===== config.mk =====
export PLATFORM = sky130hd
export DESIGN_NAME = rfc_cal_regs
export DESIGN_NICKNAME = d
export VERILOG_FILES = /design/src/hdl/rfc_pkg.sv /design/src/hdl/rfc_power_ramp.sv /design/src/hdl/rfc_cal_regs.sv
export SDC_FILE = /design/constraint.sdc
export NUM_CORES = 1
export LEC_CHECK = 0
export BUFFER_PORTS_ARGS = -buffer_cell sky130_fd_sc_hd__buf_2
export CORE_UTILIZATION = 40
export CTS_CLUSTER_DIAMETER = 50
export DETAILED_ROUTE_END_ITERATION = 10
export GPL_ROUTABILITY_DRIVEN = 0
export HOLD_SLACK_MARGIN = 0.12
export PLACE_DENSITY_LB_ADDON = 0.05
export SLEW_MARGIN = 20
export SYNTH_ARGS = -nofsm -noshare
export SYNTH_HDL_FRONTEND = slang
export SYNTH_SLANG_ARGS = --single-unit

===== constraint.sdc =====
create_clock -name clock -period 2.28 [get_ports clock]
set_input_delay 0.456 -clock clock [delete_from_list [all_inputs] [get_ports clock]]
set_output_delay 0.456 -clock clock [all_outputs]
set_load 0.02 [all_outputs]

===== src/hdl/rfc_pkg.sv =====
package rfc_pkg;
  // register offsets on the configuration port
  localparam logic [5:0] ADDR_RX_FRONT_END_CONFIG = 6'h21;
  localparam logic [5:0] ADDR_TX_FRONT_END_CONFIG = 6'h22;
  localparam logic [5:0] ADDR_SYNTH_CAL_CHARGE_PUMP = 6'h23;
  localparam logic [5:0] ADDR_SYNTH_CAL_VCO_CURRENT = 6'h24;
  // writable bit masks, other bits read zero
  localparam logic [7:0] MASK_RX_FRONT_END = 8'hFF;
  localparam logic [7:0] MASK_TX_FRONT_END = 8'h37;
  localparam logic [7:0] MASK_CHARGE_PUMP = 8'hFF;
  localparam logic [7:0] MASK_VCO_CURRENT = 8'h3F;
  // reset values
  localparam logic [7:0] RST_RX_FRONT_END = 8'h56;
  localparam logic [7:0] RST_TX_FRONT_END = 8'h10;
  localparam logic [7:0] RST_CHARGE_PUMP = 8'hA9;
  localparam logic [7:0] RST_VCO_CURRENT = 8'h0A;
  // field positions
  localparam int POWER_INDEX_LSB = 0;
  localparam int POWER_INDEX_W = 3;
  localparam int TX_LO_BUF_LSB = 4;
  localparam int CAL_CONFIG_LSB = 6;
  localparam int CP_CAL_EN_LSB = 4;
  localparam int CP_RESULT_LSB = 0;
  localparam int VCO_HIGH_BIT = 5;
  localparam int VCO_CURRENT_LSB = 0;
  localparam int TABLE_DEPTH = 8;
  // cycles each ramp step holds its table entry
  localparam logic [3:0] RAMP_STEP_CYCLES = 4'h4;
  // zero symbol run after which entry zero must stand, worst case start
  localparam logic [6:0] KEY_SETTLE_CYCLES = 7'h60;
  typedef enum logic [1:0] {
    RFC_IDLE, RFC_RAMP_UP, RFC_ON, RFC_RAMP_DOWN
  } rfc_ramp_e;
endpackage


===== src/hdl/rfc_power_ramp.sv =====
`timescale 1ns/1ps
`default_nettype none
// power table index sequencer for ramps and keying
module rfc_power_ramp (
  input wire logic clock, // system clock
  input wire logic reset_n, // async reset, low
  input wire logic [2:0] power_index, // top table entry
  input wire logic tx_active, // burst in progress
  input wire logic ook_mode, // on/off or amplitude keying
  input wire logic tx_symbol, // current symbol
  output logic [2:0] table_sel_q // selected table entry
);
  rfc_pkg::rfc_ramp_e state_q;
  logic [3:0] step_q;
  logic step_done;
  logic [2:0] key_target;

  assign step_done = (step_q == rfc_pkg::RAMP_STEP_CYCLES - 4'h1);
  // in on/off keying a zero symbol uses entry zero, otherwise the index is used
  assign key_target = (ook_mode && !tx_symbol) ? 3'h0 : power_index;

  // step timer
  always_ff @(posedge clock or negedge reset_n) begin
    if (!reset_n) begin
      step_q <= 4'h0;
    end else if (state_q == rfc_pkg::RFC_IDLE || step_done) begin
      step_q <= 4'h0;
    end else begin
      step_q <= step_q + 4'h1;
    end
  end

  // ramp state and table entry walk from zero to the index
  always_ff @(posedge clock or negedge reset_n) begin
    if (!reset_n) begin
      state_q <= rfc_pkg::RFC_IDLE;
      table_sel_q <= 3'h0;
    end else begin
      case (state_q)
        rfc_pkg::RFC_IDLE: begin
          table_sel_q <= 3'h0;
          if (tx_active) begin
            state_q <= rfc_pkg::RFC_RAMP_UP;
          end
        end
        rfc_pkg::RFC_RAMP_UP: begin
          if (!tx_active) begin
            state_q <= rfc_pkg::RFC_RAMP_DOWN;
          end else if (table_sel_q >= power_index) begin
            table_sel_q <= power_index;
            state_q <= rfc_pkg::RFC_ON;
          end else if (step_done) begin
            table_sel_q <= table_sel_q + 3'h1;
          end
        end
        rfc_pkg::RFC_ON: begin
          if (!tx_active) begin
            state_q <= rfc_pkg::RFC_RAMP_DOWN;
          end else if (step_done && table_sel_q < key_target) begin
            table_sel_q <= table_sel_q + 3'h1;
          end else if (step_done && table_sel_q > key_target) begin
            table_sel_q <= table_sel_q - 3'h1;
          end
        end
        rfc_pkg::RFC_RAMP_DOWN: begin
          if (table_sel_q == 3'h0) begin
            state_q <= rfc_pkg::RFC_IDLE;
          end else if (step_done) begin
            table_sel_q <= table_sel_q - 3'h1;
          end
        end
        default: begin
          state_q <= rfc_pkg::RFC_IDLE;
        end
      endcase
    end
  end
endmodule
`default_nettype wire


===== src/hdl/rfc_cal_regs.sv =====
`timescale 1ns/1ps
`default_nettype none
module rfc_cal_regs (
  input wire logic clock, // 40 MHz system clock
  input wire logic reset_n, // async reset, low
  input wire logic cfg_wr_en, // config port write strobe
  input wire logic [5:0] cfg_addr, // config port register address
  input wire logic [7:0] cfg_wdata, // config port write data
  output logic [7:0] cfg_rdata_q, // config port read data
  input wire logic cal_done, // calibration finished pulse
  input wire logic [3:0] cal_cp_result, // charge pump cal result
  input wire logic [4:0] cal_vco_result, // vco current cal result
  input wire logic tx_active, // transmit burst in progress
  input wire logic ook_mode, // on/off or amplitude keying
  input wire logic tx_symbol, // current transmitted symbol
  output logic [2:0] amp_setting_table_sel, // selected table entry
  output logic [1:0] tx_lo_buffer_current, // lo buffer drive
  output logic [1:0] cal_config, // calibration configuration
  output logic charge_pump_cal_enable, // run charge pump cal stage
  output logic [3:0] charge_pump_current, // charge pump current code
  output logic vco_high_core_select, // high vco core when set
  output logic [4:0] vco_current, // vco current code
  output logic [7:0] rx_front_end_bits // receive front end field
);
  logic [7:0] rx_front_end_config_q;
  logic [7:0] tx_front_end_config_q;
  logic [7:0] synth_cal_charge_pump_q;
  logic [7:0] synth_cal_vco_current_q;
  logic [7:0] rdata_d;
  logic [2:0] power_table_index;
  logic [6:0] key_zero_run_q;

  // receive front end register
  always_ff @(posedge clock or negedge reset_n) begin
    if (!reset_n) begin
      rx_front_end_config_q <= rfc_pkg::RST_RX_FRONT_END;
    end else if (cfg_wr_en &&
                 cfg_addr == rfc_pkg::ADDR_RX_FRONT_END_CONFIG) begin
      rx_front_end_config_q <= cfg_wdata & rfc_pkg::MASK_RX_FRONT_END;
    end
  end

  // transmit front end register, reserved bits held at zero
  always_ff @(posedge clock or negedge reset_n) begin
    if (!reset_n) begin
      tx_front_end_config_q <= rfc_pkg::RST_TX_FRONT_END;
    end else if (cfg_wr_en &&
                 cfg_addr == rfc_pkg::ADDR_TX_FRONT_END_CONFIG) begin
      tx_front_end_config_q <= cfg_wdata & rfc_pkg::MASK_TX_FRONT_END;
    end
  end

  // charge pump register: host write overrides, cal result loads when charge_pump_cal_enable is set
  always_ff @(posedge clock or negedge reset_n) begin
    if (!reset_n) begin
      synth_cal_charge_pump_q <= rfc_pkg::RST_CHARGE_PUMP;
    end else if (cfg_wr_en &&
                 cfg_addr == rfc_pkg::ADDR_SYNTH_CAL_CHARGE_PUMP) begin
      synth_cal_charge_pump_q <= cfg_wdata;
    end else if (cal_done && charge_pump_cal_enable) begin
      synth_cal_charge_pump_q[rfc_pkg::CP_RESULT_LSB +: 4] <=
        cal_cp_result;
    end
  end

  // vco register: host write is an override of the cal result
  always_ff @(posedge clock or negedge reset_n) begin
    if (!reset_n) begin
      synth_cal_vco_current_q <= rfc_pkg::RST_VCO_CURRENT;
    end else if (cfg_wr_en &&
                 cfg_addr == rfc_pkg::ADDR_SYNTH_CAL_VCO_CURRENT) begin
      synth_cal_vco_current_q <=
        cfg_wdata & rfc_pkg::MASK_VCO_CURRENT;
    end else if (cal_done) begin
      synth_cal_vco_current_q[rfc_pkg::VCO_CURRENT_LSB +: 5] <=
        cal_vco_result;
    end
  end

  // read data mux, unmapped addresses read zero
  always_comb begin
    rdata_d = 8'h00;
    case (cfg_addr)
      rfc_pkg::ADDR_RX_FRONT_END_CONFIG: rdata_d = rx_front_end_config_q;
      rfc_pkg::ADDR_TX_FRONT_END_CONFIG: rdata_d = tx_front_end_config_q;
      rfc_pkg::ADDR_SYNTH_CAL_CHARGE_PUMP: rdata_d = synth_cal_charge_pump_q;
      rfc_pkg::ADDR_SYNTH_CAL_VCO_CURRENT: rdata_d = synth_cal_vco_current_q;
      default: rdata_d = 8'h00;
    endcase
  end

  // registered read data
  always_ff @(posedge clock or negedge reset_n) begin
    if (!reset_n) begin
      cfg_rdata_q <= 8'h00;
    end else begin
      cfg_rdata_q <= rdata_d;
    end
  end

  // field outputs
  assign power_table_index =
    tx_front_end_config_q[rfc_pkg::POWER_INDEX_LSB +: 3];
  assign tx_lo_buffer_current =
    tx_front_end_config_q[rfc_pkg::TX_LO_BUF_LSB +: 2];
  assign cal_config = synth_cal_charge_pump_q[rfc_pkg::CAL_CONFIG_LSB +: 2];
  assign charge_pump_cal_enable =
    |synth_cal_charge_pump_q[rfc_pkg::CP_CAL_EN_LSB +: 2];
  assign charge_pump_current =
    synth_cal_charge_pump_q[rfc_pkg::CP_RESULT_LSB +: 4];
  assign vco_high_core_select =
    synth_cal_vco_current_q[rfc_pkg::VCO_HIGH_BIT];
  assign vco_current = synth_cal_vco_current_q[rfc_pkg::VCO_CURRENT_LSB +: 5];
  assign rx_front_end_bits = rx_front_end_config_q;

  // table entry sequencer
  rfc_power_ramp u_ramp (
    .clock(clock),
    .reset_n(reset_n),
    .power_index(power_table_index),
    .tx_active(tx_active),
    .ook_mode(ook_mode),
    .tx_symbol(tx_symbol),
    .table_sel_q(amp_setting_table_sel)
  );

  // run length of zero symbols while keying, saturates
  always_ff @(posedge clock or negedge reset_n) begin
    if (!reset_n) begin
      key_zero_run_q <= 7'h00;
    end else if (!(tx_active && ook_mode && !tx_symbol)) begin
      key_zero_run_q <= 7'h00;
    end else if (key_zero_run_q != 7'h7F) begin
      key_zero_run_q <= key_zero_run_q + 7'h01;
    end
  end
endmodule
`default_nettype wire


After elaboration in Yosys (flattened, before gate mapping). Index checks and enable logic that the tools add are counted.

Flip-flop bits (word level): 44. Latch bits: 0. Memory bits (writable): 0. ROM bits: 0. Logic and storage cells: 73. Memories kept: 0.

Add/subtract/negate cells: 3. Multipliers: 0. Div/mod/pow operators: 0. $lt $le $gt $ge: 3. Equality and inequality tests: 18. Shifts and indexed selects: 0. Mux-type cells: 22. Bitwise operators: 0. Reduce and logical (&&, ||, !) cells: 17.

Operator list (count): $pmux W8 S4 (1); $mux W3 (9); $eq A6 B6 Y1 const B (4); $mux W4 (3); $pmux W3 S4 (1); $mux W2 (5); $mux W5 (2); $ne A2 B2 Y1 const B (5); $logic_and A1 B1 Y1 (8); $pmux W2 S4 (1); $ne A3 B1 Y1 const B (2); $reduce_and A6 Y1 (1); $add A4 B1 Y4 const B (1); $eq A2 B2 Y1 const B (2); $eq A4 B2 Y1 const B (1); $ne A2 B1 Y1 const B (2); $reduce_and A4 Y1 (1); $reduce_bool A2 Y1 (2); $add A3 B1 Y3 const B (1); $ge A3 B3 Y1 (1); $gt A3 B3 Y1 (1); $logic_not A3 Y1 (1); $lt A3 B3 Y1 (1); $ne A3 B2 Y1 const B (1); other kinds (6) (6).

Longest topological paths before layout. Gate-level depths: netlist of the first run.

Depth after elaboration: 9. Depth in mapped cells: 9.

Modules after synthesis. Synthesis of the first run repeated with hierarchy kept, for this count alone.

Cell total of the unflattened synthesis: 211. Area, all modules: 2546.2 sq um.

By module, submodules not included: rfc_cal_regs (times used 1, cells an instance 120, area each 1695.4 sq um, seq. area each 889.6 sq um); rfc_power_ramp (times used 1, cells an instance 91, area each 850.8 sq um, seq. area each 225.2 sq um).

Worst setup path before layout of the first run. Ideal clock, no wire load.

Kind: register -> register. From: register u_ramp.table_sel_q[0]. To: register u_ramp.table_sel_q[2]. Setup time: 0.082 ns. Arrival time: 1.905 ns. Setup slack: 0.293 ns. Stages on the path, launching flop included: 9. Path through: dfrtp_1 inv_1 ha_1 nor2b_1 o21ai_1 nor2_1 a2111o_1 o311a_1 o22ai_1.

Word-level cells in the longest chain between the ends: 5. Elaborated cells between the ends (all ways): 21.

Ends and longest elaborated chain: from (decl) (RTL line rfc_power_ramp.sv:11) `output logic [2:0] table_sel_q`; from (signal assigned) (RTL line rfc_power_ramp.sv:50) `table_sel_q <= power_index;`; from (signal assigned) (RTL line rfc_power_ramp.sv:53) `table_sel_q <= table_sel_q + 3'h1;`; from (signal assigned) (RTL line rfc_power_ramp.sv:60) `table_sel_q <= table_sel_q + 3'h1;`; $sub A3 B1 Y3 (tied with other cells) (RTL line rfc_power_ramp.sv:62, rfc_power_ramp.sv:69); $mux W3 (tied with other cells) (RTL line rfc_power_ramp.sv:61) `end else if (step_done && table_sel_q > key_target) begin`; $mux W3, on equally long branches (RTL line rfc_power_ramp.sv:59, rfc_power_ramp.sv:49); $mux W3, on equally long branches (RTL line rfc_power_ramp.sv:57, rfc_power_ramp.sv:47); $pmux W3 S4 (RTL line rfc_power_ramp.sv:39) `case (state_q)`.

Parallel ways exist; a longest one is shown, timed or not. The select of a mux whose other input is x is not followed. A chain may end at the register's enable or synchronous reset.

Final worst setup path of the first run. Ends and elaborated chain as after synthesis.

==> results, run 1 <==
- The share of flip-flops with an asynchronous set or reset after synthesis is between 90% and 100%.
- The number of DRC markers in iteration 0 is between 40 and 50.
- The synthesized netlist occupies a cell area of 2470 um2.
- The finished layout holds 360 standard cells, fillers aside.
- The pin count of the biggest net entering global routing is 26.
- Subtracting the final worst setup slack from the clock period gives between 2 and 2.5 ns.
- For the final routed database, the setup TNS stands at 0 ns.
- The net count reported at finish is 329.
- The start-to-end type of the worst setup path is reg -> reg.
- Max-cap violations in this run came to 0.
- Counting every sink on the clock net gives 44.
- In this run, synthesis inferred 0 flip-flops with an integrated enable.
- The overall die height is around 81 um.
- The number of library cell types mapped by synthesis is between 40 and 50.
- The cell count after synthesis is about 220.
- Across all layers, the routed design uses 1,827 vias.
- The horizontal die dimension is 80.6 um.
- The final clock skew is around 0.0062 ns.
- For this run the aggregate overflow at the end of global routing stands at 0.
- Summing all non-filler instances in the final layout gives an area of 2980 um2.
- The share of the synthesized area in compound gates (AO/OA/AOI/OAI) is 12.0%.
- The critical path required time is between 2 and 2.5 ns.
- The total wire length is approximately 5.5 mm.
- In this run the deepest clock path goes through 2 buffers.
- The core footprint is about 6000 um2.
- Across the VDD grid, the largest voltage drop is around 0.42 mV.
- In this run the count of I/O pins placed on the die edge is 64.
- The post-synth net total is approximately 260.
- The clock buffer count from CTS is 5.
- The cell chosen for the clock root is sky130_fd_sc_hd__clkbuf_8.
- The mean instance size in the synthesized netlist is between 10 and 15 um2.
- In this run the tightest slew margin relative to its limit is between 60 and 70%.
- Counting tap cells, the placed design contains a total of 352 instances.
- The sequential share of the synthesized area is 45.1%.
- After Yosys synthesis, and, or, nand and nor cells account for around an eighth of the synthesized area.
- The ratio of cells with drive above 1 in the final layout is about two fifths.
- The clock latency on the worst-skew pair is between 0.2 and 0.3 ns.
- The final-report hold violation count came to 0.
- The first-pass GRT wire length is between 8 and 9 mm.
- Once layout is complete, the utilization of the core stands at 50.1%.
- Once the clock tree was built, the resizer swapped 0 gates to a different size.
- After layout, the worst path uses between 90 and 100% of the clock period.
- The multiplexer fraction of the synthesized cell area is between 10% and 20%.
- CTS built an H-tree with a depth of 2.
- The initial utilization of the core area, before any placement, comes to around two fifths.
- The worst min-delay path category is in -> async.
- The number of global-route vias before repair is 1,832.
- The total of buffers placed on input and output ports is 63.
- The power per unit of standard cell area is 969 nW/um2.
- The run finished with clean final reports.
- The post-place instance area is approximately 2900 um2.
- STA classifies the critical path endpoint as a flop.
- The die area is between 6000 and 7000 um2.
- After detailed routing, the number of remaining DRC violations is 0.
- The detail-routed via count per cell is between 5 and 6.
- The top flip-flop cell by instance count after synthesis is sky130_fd_sc_hd__dfrtp_1.
- The initial antenna violation count is 0.
- The clock slew at the register clock pins of the worst setup and hold paths is around 0.09 ns.
- Compared with the post-synthesis result, the final layout area differs by 20.6%.
- Dividing the detail-routed wire length by the instance count gives about 15 um.
- The maximum clock rate is 481 MHz.
- Setup repair after global routing left no endpoint under its margin.
- The synthesized netlist devotes about 7.6% of its cell area to adder and majority cells.
- The initialized floorplan defines 28 standard-cell rows.
- The overall track demand over capacity in global routing is between 10% and 20%.
- The remaining antenna violation count after routing is 0.
- TritonCTS built the clock tree.
- The static leakage is 1.53 nW.
- The transition time of the tightest slew-check pin is 0.473 ns.
- The final-report max-slew violation count is 0.
- The main combinational cell family by area after synthesis is multiplexers.
- The largest fanout on the critical path is 6.
- The half-perimeter wire length of the detailed placement result is between 4 and 5 mm.
- The detailed-router iteration count before antenna repair is 4.
- The nature of the critical path startpoint is a flop.
- The number of antenna diodes in the final layout is 0.
- The flop and latch count out of synthesis is 44.
- The hold-fix buffer count after cts is 0.
- Of the total synthesized cell area, the portion taken by XOR and XNOR cells is less than 1%.
- The number of failing setup endpoints in the final timing report is 0.
- The worst endpoint data arrival time is 2.29 ns.
- Buffers added to address setup during post-CTS repair amount to 0.
- The Yosys step of the flow raised 0 warnings.
-- cells in the mapped netlist, drive strengths merged (2+ instances only) --
| library cell | number | area, um2 |
|---|---|---|
| dfrtp | 33 | 826 |
| mux2i | 18 | 180 |
| o31ai | 2 | 15.0 |
| nor4b | 2 | 47.6 |
| dfstp | 11 | 289 |
| o211ai | 2 | 15.0 |
| nand2 | 12 | 55.1 |
| a21oi | 16 | 80.1 |
| nor3b | 3 | 22.5 |
| o21ai | 11 | 55.1 |
| buf | 11 | 81.3 |
| inv | 10 | 37.5 |
| a22oi | 5 | 37.5 |
| mux2 | 18 | 225 |
| nor2b | 3 | 18.8 |
| nand2b | 4 | 25.0 |
| ha | 15 | 188 |
| xor2 | 2 | 17.5 |
| nand4 | 2 | 12.5 |
| nor2 | 18 | 75.1 |
| nand3b | 3 | 22.5 |
| a31oi | 2 | 12.5 |
-- final timing paths --
path	startpoint	endpoint	slack, ns	depth (start not counted)
min in group clock	cfg_wdata[6]	rx_front_end_bits[6]	0.41	2
worst max-delay path	u_ramp.table_sel_q[0]	u_ramp.table_sel_q[2]	0.20	8
worst min-delay path	reset_n	u_ramp.step_q[2]	0.11	1
worst min register to register	u_ramp.step_q[0]	u_ramp.step_q[0]	0.47	1
worst max register to register	u_ramp.table_sel_q[0]	u_ramp.table_sel_q[2]	0.20	8
max in group asynchronous	reset_n	rx_front_end_bits[4]	1.60	2
-- per-stage QoR --
stage	power [mW]	hold WS (ns)	worst slack [ns]
2_1_floorplan	1.96	0.160	0.293
3_3_place_gp	2.27	0.448	0.137
3_5_place_dp	2.28	0.450	0.118
4_1_cts	2.92	0.123	0.170
5_1_grt	3.10	0.136	0.0577
6_report	2.89	0.105	0.202
-- critical path, stage by stage (launching register included) --
cell and delay (ns):
sky130_fd_sc_hd__dfrtp_1 0.46, sky130_fd_sc_hd__inv_1 0.09, sky130_fd_sc_hd__ha_1 0.28, sky130_fd_sc_hd__nor2b_1 0.06, sky130_fd_sc_hd__o21ai_1 0.37, sky130_fd_sc_hd__nor2_1 0.11
sky130_fd_sc_hd__a2111o_1 0.39, sky130_fd_sc_hd__o311a_1 0.12, sky130_fd_sc_hd__o22ai_1 0.12
-- placed cells by master (no fill, tap or decap), types with 4 or more instances in the layout --
cell / count
sky130_fd_sc_hd__o21ai_0: 10
sky130_fd_sc_hd__clkbuf_8: 6
sky130_fd_sc_hd__a21oi_1: 16
sky130_fd_sc_hd__nor2_1: 17
sky130_fd_sc_hd__dfstp_2: 11
sky130_fd_sc_hd__dfrtp_1: 33
sky130_fd_sc_hd__buf_4: 6
sky130_fd_sc_hd__ha_1: 15
sky130_fd_sc_hd__a22oi_1: 5
sky130_fd_sc_hd__inv_1: 10
sky130_fd_sc_hd__mux2_2: 12
sky130_fd_sc_hd__buf_2: 63
sky130_fd_sc_hd__nand2b_1: 4
sky130_fd_sc_hd__mux2i_1: 18
sky130_fd_sc_hd__mux2_4: 6
sky130_fd_sc_hd__nand2_1: 10
-- sequential cells by signal (all words and copies together), names as in the netlist --
name,count
cfg_rdata_q,8
tx_front_end_config_q,5
u_ramp.state_q,2
synth_cal_charge_pump_q,8
u_ramp.table_sel_q,3
u_ramp.step_q,4
rx_front_end_bits,8
synth_cal_vco_current_q,6
-- power breakdown --
group | switching (mW) | internal (mW) | leakage [nW]
combinational | 0.667 | 0.508 | 0.926
sequential | 0.135 | 0.953 | 0.547
clock | 0.270 | 0.358 | 0.0614
total | 1.07 | 1.82 | 1.53
-- metal layers --
| metal | up-vias | global-route usage, % | part of all wire, % |
|---|---|---|---|
| met5 | - | 0 | 0 |
| met1 | 873 | 23.8 | 47 |
| li1 | 911 | - | - |
| met3 | 2 | 3.64 | 3.9 |
| met4 | 0 | 4.64 | 0.42 |
| met2 | 41 | 30.3 | 49 |
-- cells by family (layout without fill, tap and decap cells) --
family | Yosys count | count (layout)
AND/OR/NAND/NOR | 53 | 53
AO/OA/AOI/OAI | 47 | 47
flip-flops | 44 | 44
multiplexers | 36 | 36
buffers and inverters | 22 | 88
adder cells (fa/ha/maj) | 15 | 15
XOR/XNOR | 2 | 2
-- final cells by class --
type | count | area [um2]
clock inverter | 2 | 38.8
multi-input combinational | 153 | 1230
fill | 576 | 2970
timing repair buffer | 70 | 380
inverter | 10 | 37.5
clock buffer | 6 | 82.6
sequential | 44 | 1110
tap | 75 | 93.8
Power figures use the tool's default switching activity.
==> run 2: changes to the inputs <==
--- a/config.mk
+++ b/config.mk
@@ -7,3 +7,4 @@
 export LEC_CHECK = 0
-export BUFFER_PORTS_ARGS = -buffer_cell sky130_fd_sc_hd__buf_2
+export ABC_AREA = 1
+export BUFFER_PORTS_ARGS = -buffer_cell sky130_fd_sc_hd__buf_4
 export CORE_UTILIZATION = 40
==> constraint.sdc (replaced) <==
create_clock -name clock -period 2.28 [get_ports clock]
set_input_delay 0.114 -clock clock [delete_from_list [all_inputs] [get_ports clock]]
set_output_delay 0.114 -clock clock [all_outputs]
set_load 0.02 [all_outputs]
==> run 2 against run 1 <==
Setup slack improved by 0.18 ns. Cell count rose by 29%. Largest power group unchanged. Global-route usage rose by 2.7 points. Critical endpoint is now u_ramp.table_sel_q[1]. Wire length increased by 11%. Combinational power increased by 13%. Synthesized cell count grew 40%. Flip-flop and latch count stayed put. Clock skew increased by 0.0025 ns. Utilization increased by 5.4 points.
==> results, run 2 <==
- The ratio of final minimum period to clock period is 83.4% (was 91.1%).
- The largest voltage drop on the vdd net is 0.430 mV (was 0.424 mV).
- The clock network power share is 19.9% (was 21.7%).
- The worst hold-check slack is 0.139 ns (was 0.105 ns).
- The main combinational cell family by area after synthesis is simple AND/OR/NAND/NOR gates (was multiplexers).
- The synthesis warning total was 0 (unchanged).
- The power per unit of standard cell area came to 913 nW/um2 (was 969 nW/um2).
- The initial antenna violation count is 0 (unchanged).
- The number of cell rows is 28 (unchanged).
- The number of failing setup endpoints in the final timing report is 0 (unchanged).
- The sequential share of the synthesized area is 44.1% (was 45.1%).
- The total vias in the final route was 2,310 (was 1,827).
- The final-report hold violation count is 0 (unchanged).
- The part of the total power dissipated in combinational logic is 43.3% (was 40.6%).
- Run status: finished, final reports clean (unchanged).
- Unrepaired setup endpoints after global routing: false (unchanged).
- The die area is 6640 um2 (was 6500 um2).
- The overall track demand over capacity in global routing came to 20.8% (was 18.1%).
- The utilization after layout is 55.5% (was 50.1%).
- The routed wire length on met3 came to 266 um (was 213 um).
- The fraction of the mapped netlist area in adder cells was 7.43% (was 7.59%).
- The launching point of the worst reg2reg path is u_ramp.table_sel_q[2] (was u_ramp.table_sel_q[0]).
- The synthesized-area fraction occupied by and/or/nand/nor cells was 27.2% (was 13.3%).
- The clock latency on the worst-skew pair came to 0.30 ns (was 0.29 ns).
- The final clock skew was 0.00867 ns (was 0.00621 ns).
- The length in cells of the worst reg-to-reg path is 10 (was 8).
- Main area contributors after synthesis: sky130_fd_sc_hd__dfrtp_1, sky130_fd_sc_hd__nand2_1, sky130_fd_sc_hd__dfstp_2, sky130_fd_sc_hd__ha_1, sky130_fd_sc_hd__nand3_1 (was sky130_fd_sc_hd__dfrtp_1, sky130_fd_sc_hd__dfstp_2, sky130_fd_sc_hd__ha_1, sky130_fd_sc_hd__mux2i_1, sky130_fd_sc_hd__mux2_2).
- The overall die height is 81.5 um (was 80.6 um).
- The count of unresolved DRC violations after routing is 0 (unchanged).
- The number of enable-type register cells in the synthesized netlist is 0 (unchanged).
- The total power after layout is 3.04 mW (was 2.89 mW).
- The headroom to the max-slew limit is 62.5% (was 68.4%).
- The worst endpoint data arrival time was 2.14 ns (was 2.29 ns).
- The multiplexer fraction of the synthesized cell area was 0.891% (was 16.4%).
- The most common cell after layout, fill and taps aside is sky130_fd_sc_hd__nand2_1 (was sky130_fd_sc_hd__buf_2).
- The number of max-capacitance violations reported is 0 (unchanged).
- The start-to-end type of the worst setup path is reg -> reg (unchanged).
- The highest metal layer with signal wires is met4 (unchanged).
- The fill cell total of the finished layout came to 576 (unchanged).
- The pin count of the biggest net entering global routing is 45 (was 26).
- The worst setup slack after placement came to 0.426 ns (was 0.118 ns).
- The largest buffer count on any clock path is 2 (unchanged).
- The smallest setup slack after layout came to 0.379 ns (was 0.202 ns).
- The endpoint kind of the worst setup timing path is a flop (unchanged).
- The share of the synthesized area in compound gates (AO/OA/AOI/OAI) was 9.41% (was 12.0%).
- The number of DRC markers in iteration 0 is 81 (was 46).
- The number of standard cells in the final layout excluding fillers was 463 (was 360).
- The mean instance size in the synthesized netlist is 8.26 um2 (was 11.3 um2).
- The post-place instance area was 3020 um2 (was 2860 um2).
- The final-report max-slew violation count was 0 (unchanged).
- The number of library cell types mapped by synthesis is 29 (was 45).
- The share of flip-flops with an asynchronous set or reset after synthesis was 100% (unchanged).
- The static leakage is 1.72 nW (was 1.53 nW).
- The net switching power came to 1.19 mW (was 1.07 mW).
- The transition time of the tightest slew-check pin is 0.563 ns (was 0.473 ns).
- The number of global-route vias before repair was 2,222 (was 1,832).
- The final setup TNS is 0 ns (unchanged).
- Counting instances, the worst hold path has a depth of 3.
- The startpoint identified for the worst hold timing path is cfg_wr_en.
- The detail-routed via count per cell came to 4.99 (was 5.08).
- The critical path required time is 2.52 ns (was 2.49 ns).
- The cell count after synthesis came to 306 (was 219).
- The cell with the most instances after synthesis is sky130_fd_sc_hd__nand2_1 (was sky130_fd_sc_hd__dfrtp_1).
- The cell area after synthesis is 2530 um2 (was 2470 um2).
- The total of buffers placed on input and output ports came to 63 (unchanged).
- The half-perimeter wire length of the detailed placement result came to 4.51 mm (was 4.16 mm).
- The cell chosen for the clock root was sky130_fd_sc_hd__clkbuf_8 (unchanged).
- The remaining antenna violation count after routing came to 0 (unchanged).
- The clock slew at the register clock pins of the worst setup and hold paths was 0.08 ns (was 0.09 ns).
- The antenna diode instance count is 0 (unchanged).
- The horizontal die dimension was 81.5 um (was 80.6 um).
- The maximum clock rate is 526 MHz (was 481 MHz).
- The total wire length is 6.12 mm (was 5.53 mm).
- The post-route cell area was 3330 um2 (was 2980 um2).
- The met1 wire length is 2.73 mm (was 2.61 mm).
- The fraction of power spent switching nets is 39.2% (was 37.1%).
- The time the worst path needs with I/O delays and setup came to 1.90 ns (was 2.08 ns).
- The post-synth net total is 351 (was 264).
- The number of clock sinks is 44 (unchanged).
- The capture instance of the worst register-to-register path is u_ramp.table_sel_q[1] (was u_ramp.table_sel_q[2]).
- The sum of overflow across all layers after global routing was 0 (unchanged).
- The area share of xor/xnor cells in the synthesized design came to 1.04% (was 0.709%).
- The core footprint is 5990 um2 (was 5960 um2).
- The net count reported at finish is 432 (was 329).
- The top flip-flop cell by instance count after synthesis is sky130_fd_sc_hd__dfrtp_1 (unchanged).
- The clock buffer count from CTS is 5 (unchanged).
- The detailed-router iteration count before antenna repair came to 5 (was 4).
- The number of cells after detailed placement came to 435 (was 352).
- The library cell with the largest summed area after synthesis is sky130_fd_sc_hd__dfrtp_1 (unchanged).
- The ratio of cells with drive above 1 in the final layout is 25.0% (was 40.7%).
- The flop and latch count out of synthesis is 44 (unchanged).
- The internal power summed over all cells is 1.85 mW (was 1.82 mW).
- Most used cells in the layout excluding fill and tap cells: sky130_fd_sc_hd__nand2_1, sky130_fd_sc_hd__buf_4, sky130_fd_sc_hd__inv_1 (was sky130_fd_sc_hd__buf_2, sky130_fd_sc_hd__dfrtp_1, sky130_fd_sc_hd__mux2i_1).
- The I/O pin total was 64 (unchanged).
- The part of the total power dissipated in sequential elements is 36.8% (was 37.6%).
- The met2 wirelength from detailed routing is 2.99 mm (was 2.69 mm).
- The area share of the largest cell type after synthesis is 32.7% (was 33.4%).
- The average wire length per cell after detail routing is 13.2 um (was 15.4 um).
- The internal reg-to-reg setup slack is 0.38 ns (was 0.20 ns).
- The nature of the critical path startpoint was a flop (unchanged).
- The count of instances resized after the clock tree is built is 0 (unchanged).
- The largest fanout on the critical path is 7 (was 6).
- The endpoint of the worst hold-timing path is synth_cal_charge_pump_q[3].
- The worst min-delay path category is in -> reg (was in -> async).
- The H-tree depth came to 2 (unchanged).
- The starting density of the core is 42.2% (was 41.5%).
- The synthesis-to-layout area growth is 31.6% (was 20.6%).
- Post-synth top cells: sky130_fd_sc_hd__nand2_1, sky130_fd_sc_hd__inv_1, sky130_fd_sc_hd__nand3_1 (was sky130_fd_sc_hd__dfrtp_1, sky130_fd_sc_hd__mux2i_1, sky130_fd_sc_hd__nor2_1).
- The first-pass GRT wire length was 10.3 mm (was 8.77 mm).
- The CTS tree is yes (unchanged).
==> run 2: logic make-up (layout without fill, tap and decap cells) <==
kind of cell,count (synthesis),after routing
buf+inv,54,136
mux,2,2
xor+xnor,3,3
fa+ha+maj,15,15
flops,44,44
compound gates,37,37
simple gates,151,151
==> run 2: worst max-delay path by stage <==
stage	from	end	slack (ns)	cells after the start
floorplan	u_ramp.table_sel_q[2]	u_ramp.table_sel_q[1]	0.63	11
global placement	u_ramp.table_sel_q[2]	u_ramp.table_sel_q[0]	0.48	10
detailed placement	u_ramp.table_sel_q[2]	u_ramp.table_sel_q[1]	0.43	10
CTS	u_ramp.table_sel_q[2]	u_ramp.table_sel_q[1]	0.40	10
global route	u_ramp.table_sel_q[2]	u_ramp.table_sel_q[0]	0.17	10
finish	u_ramp.table_sel_q[2]	u_ramp.table_sel_q[1]	0.38	10
==> run 2: power groups by stage <==
stage                     sequential [mW]  combinational, mW  clock (mW)
after floorplan                      1.17              0.870           0
after detailed placement             1.13               1.29           0
after global routing                 1.14               1.51       0.641
final                                1.12               1.32       0.604
after CTS                            1.12               1.32       0.605
after global placement               1.13               1.27           0
==> run 2: final cells by class <==
| class | instances | area (um2) | area share, % |
|---|---|---|---|
| Tap cell | 75 | 93.8 | 2.82 |
| Multi-Input combinational cell | 208 | 1160 | 34.9 |
| Timing Repair Buffer | 85 | 688 | 20.7 |
| Clock buffer | 7 | 76.3 | 2.29 |
| Sequential cell | 44 | 1110 | 33.5 |
| Inverter | 43 | 161 | 4.85 |
| Clock inverter | 1 | 30.0 | 0.903 |
==> run 2: timing repair <==
action,4_1_cts,5_1_grt
hold endpoints to repair,55,0
hold buffers,20,0
buffers inserted,0,0
==> run 2: routing by layer <==
metal	vias to the layer above	GRT usage, %
li1	1145	-
met1	1081	26.1
met2	69	34.5
met3	15	4.78
met4	0	8.04
met5	-	0
==> run 2: critical path, cell delays in order (launching register included) <==
cell                      delay (ns)
sky130_fd_sc_hd__dfrtp_1        0.49
sky130_fd_sc_hd__ha_1           0.35
sky130_fd_sc_hd__nand2_1        0.08
sky130_fd_sc_hd__nand2_1        0.06
sky130_fd_sc_hd__o21ai_0        0.26
sky130_fd_sc_hd__nand2_1        0.08
sky130_fd_sc_hd__nand2_1        0.08
sky130_fd_sc_hd__nand2_1        0.11
sky130_fd_sc_hd__nor2_1         0.19
sky130_fd_sc_hd__nand2_1        0.09
sky130_fd_sc_hd__nand2_1        0.06
